$ cat config.mk
export PLATFORM = sky130hd
export DESIGN_NAME = phy_dev_flat
export DESIGN_NICKNAME = d
export VERILOG_FILES = /design/src/phy_pkg.sv /design/src/phy_mgmt_if.sv /design/src/phy_dev.sv /design/src/flat_wrapper.sv
export SDC_FILE = /design/constraint.sdc
export NUM_CORES = 1
export LEC_CHECK = 0
export BUFFER_PORTS_ARGS = -buffer_cell sky130_fd_sc_hd__buf_2
export CORE_ASPECT_RATIO = 1.2
export CORE_MARGIN = 2
export CORE_UTILIZATION = 28
export DETAILED_ROUTE_END_ITERATION = 10
export SLEW_MARGIN = 20
export SYNTH_ARGS = -nofsm -noshare
export SYNTH_HDL_FRONTEND = slang
export SYNTH_SLANG_ARGS = --single-unit
$ cat constraint.sdc
create_clock -name hclk -period 1.94 [get_ports hclk]
set_clock_uncertainty 0.15 [all_clocks]
set_input_delay 0.291 -clock hclk [delete_from_list [all_inputs] [get_ports hclk]]
set_output_delay 0.291 -clock hclk [all_outputs]
set_load 0.03 [all_outputs]
$ cat src/phy_pkg.sv
// Function
// - Control bit 15 starts self-clearing soft reset; poll it
// - Soft reset restores latched pin defaults, no resample
// - No register access 1 ms after hardware reset
// - Speed bits 6:13, 00=10M, 01=100M, others refused
// - Auto-negotiation enable, speed, duplex default from pins
// - Control bit 14 enables loopback, resets zero
// - Isolate floats MAC outputs, ignores transmit inputs
// - Control bit 9 restarts negotiation, reads zero
// - Control bit 7 enables collision test, resets zero
// - Low control bits written zero, reset zero
// - Status capability bits are fixed constants
// - Preamble suppression unsupported; always send preamble
// - Status bit 5 shows negotiation complete
// - Fault, jabber latch high; link latches low; read clears
// - Second port answers at first port address plus one
`default_nettype none
package phy_pkg;
  localparam int          PORTS           = 2;
  localparam logic [4:0]  REG_CTRL        = 5'h00;
  localparam logic [4:0]  REG_STAT        = 5'h01;
  localparam int          CTL_RESET       = 15;
  localparam int          CTL_LOOP        = 14;
  localparam int          CTL_SPD_LSB     = 13;
  localparam int          CTL_AN_EN       = 12;
  localparam int          CTL_PDOWN       = 11;
  localparam int          CTL_ISOLATE     = 10;
  localparam int          CTL_AN_RESTART  = 9;
  localparam int          CTL_DUPLEX      = 8;
  localparam int          CTL_COL_TEST    = 7;
  localparam int          CTL_SPD_MSB     = 6;
  localparam logic [15:0] CTL_RESET_VAL   = 16'h0000;
  localparam logic [15:0] CTL_STORE_MASK  = 16'h7d80;
  localparam logic [15:0] STAT_FIXED      = 16'h7809;
  localparam int          STAT_AN_DONE    = 5;
  localparam int          STAT_RFAULT     = 4;
  localparam int          STAT_LINK       = 2;
  localparam int          STAT_JABBER     = 1;
  localparam logic [15:0] NO_PHY_DATA     = 16'hffff;
  localparam int          CLK_MHZ         = 125;
  localparam int          REG_WAIT_US     = 1000;
  localparam int          REG_WAIT_CYCLES = REG_WAIT_US * CLK_MHZ;
  localparam int          SW_RESET_CYCLES = 16;
  localparam int          PREAMBLE_BITS   = 32;
  localparam logic [3:0]  HR_CMD          = 4'h0;
  localparam logic [3:0]  HR_RESULT       = 4'h4;
  localparam logic [3:0]  HR_IRQ_STAT     = 4'h8;
  localparam logic [3:0]  HR_IRQ_MASK     = 4'hc;
  localparam int          CMD_REG_LSB     = 16;
  localparam int          CMD_PHY_LSB     = 21;
  localparam int          CMD_WRITE       = 26;
  localparam int          CMD_SWRST       = 27;
  localparam int          RES_BUSY        = 16;
  localparam int          RES_READY       = 17;
  localparam int          IRQ_W           = 2;
  localparam int          IRQ_DONE        = 0;
  localparam int          IRQ_RST_DONE    = 1;
endpackage : phy_pkg
`default_nettype wire

$ cat src/phy_mgmt_if.sv
`default_nettype none
interface phy_mgmt_if;
  logic        req;
  logic        write;
  logic [4:0]  phy;
  logic [4:0]  regad;
  logic [15:0] wdata;
  logic        ack;
  logic [15:0] rdata;
  modport device (input req, write, phy, regad, wdata, output ack, rdata);
  modport host   (output req, write, phy, regad, wdata, input ack, rdata);
endinterface : phy_mgmt_if
`default_nettype wire

$ cat src/phy_dev.sv
// The AHB-Lite register port was decided locally.
`default_nettype none
module phy_dev #(
  parameter int PORTS           = phy_pkg::PORTS,
  parameter int REG_WAIT_CYCLES = phy_pkg::REG_WAIT_CYCLES
) (
  input  wire logic             hclk,
  input  wire logic             hresetn,
  phy_mgmt_if.device            mgmt,
  input  wire logic [3:0]       addr_strap,
  input  wire logic [PORTS-1:0] strap_an_en,
  input  wire logic [PORTS-1:0] strap_speed,
  input  wire logic [PORTS-1:0] strap_duplex,
  input  wire logic [PORTS-1:0] link_up,
  input  wire logic [PORTS-1:0] remote_fault,
  input  wire logic [PORTS-1:0] jabber,
  input  wire logic [PORTS-1:0] an_done,
  input  wire logic [PORTS-1:0] tx_en_in,
  input  wire logic [PORTS-1:0] tx_er_in,
  output logic      [PORTS-1:0] loopback_en,
  output logic      [PORTS-1:0] speed_100,
  output logic      [PORTS-1:0] full_duplex,
  output logic      [PORTS-1:0] an_enable,
  output logic      [PORTS-1:0] an_restart,
  output logic      [PORTS-1:0] power_down,
  output logic      [PORTS-1:0] col_test,
  output logic      [PORTS-1:0] mii_oe,
  output logic      [PORTS-1:0] tx_en_core,
  output logic      [PORTS-1:0] tx_er_core
);
  if (PORTS < 1 || PORTS > 2) begin : g_bad_ports
    $error("phy_dev: PORTS must be 1 or 2");
  end
  if (REG_WAIT_CYCLES < 1) begin : g_bad_wait
    $error("phy_dev: REG_WAIT_CYCLES must be positive");
  end

  localparam int WCW = $clog2(REG_WAIT_CYCLES + 1);
  localparam int SCW = $clog2(phy_pkg::SW_RESET_CYCLES + 1);
  localparam logic [WCW-1:0] WAIT_LAST = WCW'(REG_WAIT_CYCLES);
  localparam logic [SCW-1:0] SW_LOAD   = SCW'(phy_pkg::SW_RESET_CYCLES);

  function automatic logic [15:0] pin_default(input logic spd, input logic anen,
                                              input logic dup);
    logic [15:0] v;
    v = phy_pkg::CTL_RESET_VAL;
    v[phy_pkg::CTL_SPD_LSB] = spd;
    v[phy_pkg::CTL_AN_EN]   = anen;
    v[phy_pkg::CTL_DUPLEX]  = dup;
    return v;
  endfunction : pin_default

  logic             strap_taken_reg;
  logic [3:0]       addr_base_reg;
  logic [WCW-1:0]   wait_cnt_reg;
  logic             ready_reg;
  logic             ack_reg;
  logic [15:0]      rdata_reg;
  logic [15:0]      ctl_reg     [PORTS];
  logic [15:0]      ctl_next    [PORTS];
  logic [15:0]      def_reg     [PORTS];
  logic [SCW-1:0]   sw_cnt_reg  [PORTS];
  logic [SCW-1:0]   sw_cnt_next [PORTS];
  logic [15:0]      stat_word   [PORTS];
  logic [PORTS-1:0] rf_reg;
  logic [PORTS-1:0] jab_reg;
  logic [PORTS-1:0] link_reg;
  logic [PORTS-1:0] hit;
  logic [PORTS-1:0] wr_ctl;
  logic [PORTS-1:0] rd_stat;
  logic [PORTS-1:0] restart_next;
  logic [15:0]      port_rdata;

  // Requests wait, unanswered, until registers become available
  wire take = mgmt.req & ~ack_reg & ready_reg;

  assign mgmt.ack   = ack_reg;
  assign mgmt.rdata = rdata_reg;

  // Latch the straps once, on the first edge after hardware reset release
  always_ff @(posedge hclk or negedge hresetn) begin
    if (!hresetn) begin
      strap_taken_reg <= 1'b0;
      addr_base_reg   <= 4'h0;
    end else if (!strap_taken_reg) begin
      strap_taken_reg <= 1'b1;
      addr_base_reg   <= addr_strap;
    end
  end

  always_ff @(posedge hclk or negedge hresetn) begin
    if (!hresetn) begin
      wait_cnt_reg <= '0;
      ready_reg    <= 1'b0;
    end else if (!ready_reg) begin
      wait_cnt_reg <= wait_cnt_reg + WCW'(1);
      ready_reg    <= (wait_cnt_reg == WAIT_LAST - WCW'(1));
    end
  end

  // Unmatched PHY addresses read as a floating line would
  always_comb begin
    port_rdata = phy_pkg::NO_PHY_DATA;
    for (int i = 0; i < PORTS; i++) begin
      if (hit[i]) begin
        port_rdata = (mgmt.regad == phy_pkg::REG_CTRL) ? ctl_reg[i] :
                     (mgmt.regad == phy_pkg::REG_STAT) ? stat_word[i] : 16'h0000;
      end
    end
  end

  always_ff @(posedge hclk or negedge hresetn) begin
    if (!hresetn) begin
      ack_reg   <= 1'b0;
      rdata_reg <= 16'h0000;
    end else begin
      ack_reg <= take;
      if (take && !mgmt.write) begin
        rdata_reg <= port_rdata;
      end
    end
  end

  for (genvar p = 0; p < PORTS; p++) begin : g_port
    wire sw_busy = (sw_cnt_reg[p] != '0);
    wire [15:0] wd = mgmt.wdata;
    // Address LSB is the port index
    assign hit[p]     = (mgmt.phy == {addr_base_reg, 1'(p)});
    assign wr_ctl[p]  = take & mgmt.write & hit[p] & (mgmt.regad == phy_pkg::REG_CTRL);
    assign rd_stat[p] = take & ~mgmt.write & hit[p] & (mgmt.regad == phy_pkg::REG_STAT);

    always_comb begin
      stat_word[p] = phy_pkg::STAT_FIXED;
      stat_word[p][phy_pkg::STAT_AN_DONE] = an_done[p];
      stat_word[p][phy_pkg::STAT_RFAULT]  = rf_reg[p];
      stat_word[p][phy_pkg::STAT_LINK]    = link_reg[p];
      stat_word[p][phy_pkg::STAT_JABBER]  = jab_reg[p];
    end

    always_comb begin
      ctl_next[p]     = ctl_reg[p];
      sw_cnt_next[p]  = sw_cnt_reg[p];
      restart_next[p] = 1'b0;
      if (!strap_taken_reg) begin
        ctl_next[p] = pin_default(strap_speed[p], strap_an_en[p], strap_duplex[p]);
      end else if (sw_busy) begin
        // Writes during soft reset are dropped; reads still answer
        sw_cnt_next[p] = sw_cnt_reg[p] - SCW'(1);
        if (sw_cnt_reg[p] == SCW'(1)) begin
          ctl_next[p] = def_reg[p];
        end
      end else if (wr_ctl[p]) begin
        if (wd[phy_pkg::CTL_RESET]) begin
          ctl_next[p][phy_pkg::CTL_RESET] = 1'b1;
          sw_cnt_next[p] = SW_LOAD;
        end else begin
          // Restart and low bits are not stored, so they read zero
          ctl_next[p] = wd & phy_pkg::CTL_STORE_MASK;
          restart_next[p] = wd[phy_pkg::CTL_AN_RESTART];
          // 1000 Mbps and the reserved code leave the speed unchanged
          if (wd[phy_pkg::CTL_SPD_MSB]) begin
            ctl_next[p][phy_pkg::CTL_SPD_LSB] = ctl_reg[p][phy_pkg::CTL_SPD_LSB];
          end
        end
      end
    end

    always_ff @(posedge hclk or negedge hresetn) begin
      if (!hresetn) begin
        ctl_reg[p]    <= phy_pkg::CTL_RESET_VAL;
        sw_cnt_reg[p] <= '0;
        def_reg[p]    <= phy_pkg::CTL_RESET_VAL;
      end else begin
        ctl_reg[p]    <= ctl_next[p];
        sw_cnt_reg[p] <= sw_cnt_next[p];
        if (!strap_taken_reg) begin
          def_reg[p] <= ctl_next[p];
        end
      end
    end

    // New events win over the clear-on-read
    always_ff @(posedge hclk or negedge hresetn) begin
      if (!hresetn) begin
        rf_reg[p]   <= 1'b0;
        jab_reg[p]  <= 1'b0;
        link_reg[p] <= 1'b0;
      end else begin
        rf_reg[p]   <= remote_fault[p] | (rf_reg[p] & ~rd_stat[p]);
        jab_reg[p]  <= jabber[p] | (jab_reg[p] & ~rd_stat[p]);
        link_reg[p] <= link_up[p] & (link_reg[p] | rd_stat[p]);
      end
    end

    always_ff @(posedge hclk or negedge hresetn) begin
      if (!hresetn) begin
        an_restart[p] <= 1'b0;
        mii_oe[p]     <= 1'b0;
        tx_en_core[p] <= 1'b0;
        tx_er_core[p] <= 1'b0;
      end else begin
        an_restart[p] <= restart_next[p];
        mii_oe[p]     <= ~ctl_next[p][phy_pkg::CTL_ISOLATE];
        tx_en_core[p] <= tx_en_in[p] & ~ctl_reg[p][phy_pkg::CTL_ISOLATE];
        tx_er_core[p] <= tx_er_in[p] & ~ctl_reg[p][phy_pkg::CTL_ISOLATE];
      end
    end

    assign loopback_en[p] = ctl_reg[p][phy_pkg::CTL_LOOP];
    assign speed_100[p]   = ctl_reg[p][phy_pkg::CTL_SPD_LSB];
    assign full_duplex[p] = ctl_reg[p][phy_pkg::CTL_DUPLEX];
    assign an_enable[p]   = ctl_reg[p][phy_pkg::CTL_AN_EN];
    assign power_down[p]  = ctl_reg[p][phy_pkg::CTL_PDOWN];
    assign col_test[p]    = ctl_reg[p][phy_pkg::CTL_COL_TEST];
  end

endmodule : phy_dev
`default_nettype wire

$ cat src/flat_wrapper.sv
// flat-port wrapper written by rule: the top's interface ports become plain ports
module phy_dev_flat 
#(
  parameter int PORTS           = phy_pkg::PORTS,
  parameter int REG_WAIT_CYCLES = phy_pkg::REG_WAIT_CYCLES
)
  (hclk, hresetn, addr_strap, strap_an_en, strap_speed, strap_duplex, link_up, remote_fault, jabber, an_done, tx_en_in, tx_er_in, loopback_en, speed_100, full_duplex, an_enable, an_restart, power_down, col_test, mii_oe, tx_en_core, tx_er_core, mgmt_req, mgmt_write, mgmt_phy, mgmt_regad, mgmt_wdata, mgmt_ack, mgmt_rdata);
  phy_mgmt_if mgmt_i ();
  input  wire logic hclk;
  input  wire logic hresetn;
  input  wire logic [3:0] addr_strap;
  input  wire logic [PORTS-1:0] strap_an_en;
  input  wire logic [PORTS-1:0] strap_speed;
  input  wire logic [PORTS-1:0] strap_duplex;
  input  wire logic [PORTS-1:0] link_up;
  input  wire logic [PORTS-1:0] remote_fault;
  input  wire logic [PORTS-1:0] jabber;
  input  wire logic [PORTS-1:0] an_done;
  input  wire logic [PORTS-1:0] tx_en_in;
  input  wire logic [PORTS-1:0] tx_er_in;
  output logic      [PORTS-1:0] loopback_en;
  output logic      [PORTS-1:0] speed_100;
  output logic      [PORTS-1:0] full_duplex;
  output logic      [PORTS-1:0] an_enable;
  output logic      [PORTS-1:0] an_restart;
  output logic      [PORTS-1:0] power_down;
  output logic      [PORTS-1:0] col_test;
  output logic      [PORTS-1:0] mii_oe;
  output logic      [PORTS-1:0] tx_en_core;
  output logic      [PORTS-1:0] tx_er_core;
  input wire logic [$bits(mgmt_i.req)-1:0] mgmt_req;
  input wire logic [$bits(mgmt_i.write)-1:0] mgmt_write;
  input wire logic [$bits(mgmt_i.phy)-1:0] mgmt_phy;
  input wire logic [$bits(mgmt_i.regad)-1:0] mgmt_regad;
  input wire logic [$bits(mgmt_i.wdata)-1:0] mgmt_wdata;
  output wire logic [$bits(mgmt_i.ack)-1:0] mgmt_ack;
  output wire logic [$bits(mgmt_i.rdata)-1:0] mgmt_rdata;
  assign mgmt_i.req = mgmt_req;
  assign mgmt_i.write = mgmt_write;
  assign mgmt_i.phy = mgmt_phy;
  assign mgmt_i.regad = mgmt_regad;
  assign mgmt_i.wdata = mgmt_wdata;
  assign mgmt_ack = mgmt_i.ack;
  assign mgmt_rdata = mgmt_i.rdata;
  phy_dev #(.PORTS(PORTS), .REG_WAIT_CYCLES(REG_WAIT_CYCLES)) u_core (.hclk(hclk), .hresetn(hresetn), .mgmt(mgmt_i), .addr_strap(addr_strap), .strap_an_en(strap_an_en), .strap_speed(strap_speed), .strap_duplex(strap_duplex), .link_up(link_up), .remote_fault(remote_fault), .jabber(jabber), .an_done(an_done), .tx_en_in(tx_en_in), .tx_er_in(tx_er_in), .loopback_en(loopback_en), .speed_100(speed_100), .full_duplex(full_duplex), .an_enable(an_enable), .an_restart(an_restart), .power_down(power_down), .col_test(col_test), .mii_oe(mii_oe), .tx_en_core(tx_en_core), .tx_er_core(tx_er_core));
endmodule
# Word level (Yosys, flattened, before mapping)

Cells that the tools add are included.

Bits in read-only memories: 0
Memories kept: 0
Latch bits: 0
Word-level logic and storage cells: 114
Input bits: 52
Flip-flop bits (word level): 128
Bits in writable memories: 0

Muxes and demuxes: 32
Multipliers: 0
Bitwise operators: 36
Shift-type cells: 0
Equality and inequality tests: 6
$add $sub $neg: 3
Reduce and logical (&&, ||, !) cells: 11
Div/mod/pow operators: 0
Magnitude comparators: 0

Operators by type and width:

| kind                  | number |
|---|---|
| $mux 16               | 12 |
| $mux 15               | 4 |
| $mux 5                | 5 |
| $and 1x1->1           | 22 |
| $add 17x1->17 const B | 1 |
| $eq 17x17->1 const B  | 1 |
| $eq 5x1->1 const B    | 3 |
| $mux 1                | 11 |
| $eq 5x5->1            | 2 |
| $reduce_bool 5->1     | 2 |
| $sub 5x1->5 const B   | 2 |
| $not 1->1             | 8 |
| $reduce_bool 2->1     | 4 |
| $or 1x1->1            | 6 |
| $reduce_and 3->1      | 2 |
| $logic_not 5->1       | 1 |
| $logic_and 1x1->1     | 1 |
| $logic_not 1->1       | 1 |

# Depth between registers and ports, before layout

Depth after elaboration: 10
Gate-level depth with buffers: 8
Gate-level depth less buffers: 7

# Least setup slack after synthesis

No wires, ideal clock.

Path type: register to register
Start point: register u_core.sw_cnt_reg[6] (netlist name)
End point: register u_core.ctl_reg[31] (netlist name)
Path slack: -198 ps
Clock period less this slack: 2,138 ps
Arrival time: 1,862 ps
Setup time: 126 ps
Stages on the path, launching flop included: 8
Required time: 1,664 ps
Path buffers: 2
Cell sequence: dfrtp_1 -> inv_1 -> ha_1 -> or4b_1 -> buf_4 -> o221a_1 -> buf_6 -> a221o_1

RTL lines:

| element                         | line           | RTL |
|---|---|---|
| start, declared                 | phy_dev.sv:62  | `logic [SCW-1:0] sw_cnt_reg [PORTS];` |
| start signal, assigned by index | phy_dev.sv:175 | `sw_cnt_reg[p] <= sw_cnt_next[p];` |
| end signal, assigned by index   | phy_dev.sv:170 | `ctl_reg[p] <= phy_pkg::CTL_RESET_VAL;` |
| end signal, assigned by index   | phy_dev.sv:174 | `ctl_reg[p] <= ctl_next[p];` |
| end, declared                   | phy_dev.sv:59  | `logic [15:0] ctl_reg [PORTS];` |

==> metrics.csv <==
metric,value,unit
critical path peak fanout,5,
worst hold path endpoint,u_core.an_restart[1],
Clock Tree Buf Depth,2,
Initial Util,28.6,%
period utilization,103,%
per-cell routed wire length,15.8,um
number of flops mapped to enable cells by yosys,0,
Final Max Slew Viols,0,
Pre-antenna DRT Iters,4,
hold path cells,3,
Worst-Skew Late Latency,420,ps
Yosys warning total,0,
post-synthesis cell count,528,
Setup Crit Path Kind,reg -> reg,
max cap viols,0,
GRT Overall Usage,14.4,%
register area,3210,um^2
flip-flop count of the largest register after layout,32,
sequential-to-total area share from yosys stat,55.3,%
Max Freq,0.501,GHz
failing checks,negative setup slack,
drt initial violations,221,
Final nets,730,
Netlist Area Pre-Place,5790,um^2
"flops & latches, synth",128,
WP data arrival,2150,ps
number of antenna diodes,0,
Syn Nets,587,
Inserted Clock Buffers,17,
CP Launch Type,register,
Worst Setup End Kind,register,
Crit path required time,2090,ps
htree depth,4,
GPL Wtd Cong,0.790,
number of global-route vias before repair,4528,
I/O Pins,89,
synth unique cells,54,
post-route cell area,7850,um^2
cell row count,57,
FF-to-FF Start,u_core.addr_base_reg[3],
placed cell count,889,
Mean Syn Cell Area,11.0,um^2
Post-synth top flop,dfrtp_1,
Placement Setup Slack,-233,ps
Area after DPL,6770,um^2
total wire length,15000,um
# port buffers,82,
Leakage,3.79,nW
Clock transition at path regs,60,ps
Clock Sinks,128,
worst hold path type,in -> reg,
GR Overflow Total,0,
Root Driver,clkbuf_16,
vias,4395,
Vias/cell,4.63,
FF-to-FF path depth,6,
min Tclk post-route,2000,ps
"Hold Violations, Final",0,
die area,21900,um^2
global-route wire length before repair,24100,um
DP HPWL,10600,um
die width,135,um
Fin Hold WS,34.6,ps
Fillers,1998,
CTS tree,done,
largest net degree at the start of global routing,49,
min-delay src,mgmt_wdata[9],
proportion of layout cells with a drive suffix above 1,32.5,%
Reg2Reg Setup Slack,-60,ps
die height,162,um
terminus of the critical flop-to-flop path,u_core.ctl_reg[0],
antenna violations before repair,0,
RSZ-0062 raised after global routing,yes,
core area,20300,um^2
area delta synth->final,35.5,%
Post-DRT Antenna Nets,0,
fin cells,949,
Post-synth ARST share,100,%
setup ws final,-57.2,ps
pwr dens,1080,nW/um^2
Multi-input gate area,2490,um^2
status,finished with violations,
DRC,0,
# setup viols final,14,
maximum VDD drop,0.676,mV
-- cell usage after synthesis (all sizes together), types with 4 or more instances --
cell type / count / area [um^2]
nor2: 35 / 134
xor2: 4 / 35.0
a21boi: 5 / 37.5
nand3: 15 / 87.6
nor3: 7 / 35.0
a21oi: 14 / 70.1
nand2b: 6 / 37.5
buf: 23 / 164
nand2: 50 / 188
xnor2: 16 / 140
mux2i: 18 / 180
nor2b: 9 / 56.3
mux2: 13 / 146
and2: 29 / 181
nand4: 7 / 43.8
o21a: 6 / 45.0
dfrtp: 128 / 3200
a21o: 9 / 67.6
inv: 11 / 41.3
a31oi: 5 / 31.3
and3: 8 / 50.1
o21ai: 31 / 155
a221oi: 8 / 70.1
a22o: 8 / 70.1
clkbuf: 16 / 60.1
ha: 7 / 87.6
o211ai: 4 / 30.0
nor4b: 5 / 71.3
-- where the power goes --
part / internal, mW / leakage [nW] / switching, mW
clock network: 2.13 / 0.295 / 1.23
logic: 0.901 / 1.82 / 1.04
registers: 2.90 / 1.68 / 0.248
-- worst max path at each step --
stage                                  startpoint                 end  slack (ps)
final                     u_core.addr_base_reg[3]   u_core.ctl_reg[0]         -60
after global routing      u_core.addr_base_reg[3]   u_core.ctl_reg[0]        -110
after CTS                    u_core.sw_cnt_reg[1]  u_core.col_test[1]        -0.4
after detailed placement            mgmt_regad[4]   u_core.ctl_reg[6]        -230
after global placement              mgmt_regad[4]   u_core.ctl_reg[6]        -180
after floorplan              u_core.sw_cnt_reg[6]  u_core.ctl_reg[31]        -130
-- cells in the final DEF, fill, tap and decap left out, types with 11 or more instances in the layout --
cell type,instances
buf_2,81
xnor2_1,12
buf_4,48
nand3_1,14
clkbuf_16,17
mux2_2,13
o21ai_0,16
a21oi_1,13
dlygate4sd3_1,21
mux2i_1,18
nand2_1,47
nor2_1,34
dfrtp_1,126
and2_1,29
o21ai_1,11
-- metal layers --
layer	vias to the layer above	global-route usage, %	wire length (um)
li1	2121	-	-
met1	2148	18.7	6870
met2	101	22.9	7150
met3	25	3.89	644
met4	0	5.63	311
met5	-	0	0
-- per-stage QoR --
step	power, mW	util (%)	TNS [ps]
final	8.44	38.7	-392
after floorplan	4.29	-	-511
after global routing	8.86	38.7	-1760
after CTS	8.37	38.0	-0.420
after detailed placement	4.93	33.4	-4470
after global placement	4.89	33.4	-4080
-- cell families (layout without fill, tap and decap cells) --
logic type	Yosys count	count (layout)	synth area share, %
AND/OR/NAND/NOR	185	186	17.5
other	1	1	0.0647
buffers and inverters	50	205	4.58
adder cells (fa/ha/maj)	7	7	1.51
flip-flops	128	128	55.3
AO/OA/AOI/OAI	106	106	12.4
XOR/XNOR	20	20	3.02
multiplexers	31	31	5.64
-- cell type report --
| class | count | share of cell area [%] |
|---|---|---|
| clock buffers | 20 | 5.95 |
| clock inverters | 12 | 1.99 |
| inverters | 11 | 0.526 |
| multi-input cells | 351 | 31.7 |
| flip-flops and latches | 128 | 40.9 |
| well taps | 265 | 4.23 |
| repair buffers | 162 | 14.8 |
-- critical path, stage by stage, from the launching register on --
cell,delay (ps)
dfrtp_1,400
xnor2_2,190
nand4_1,130
buf_6,160
or4b_4,620
nand2_4,130
o21ai_1,80
-- timing repair --
| action | in CTS | in global routing |
|---|---|---|
| resized for setup | 14 | 41 |
| setup buffers | 3 | 3 |
| hold buffers | 21 | 0 |
| cloned | 1 | 0 |
| endpoints found under the hold margin | 48 | 0 |
| endpoints found under the setup margin | 39 | 50 |
| pin swaps | 4 | 20 |
Power figures use the tool's default switching activity.
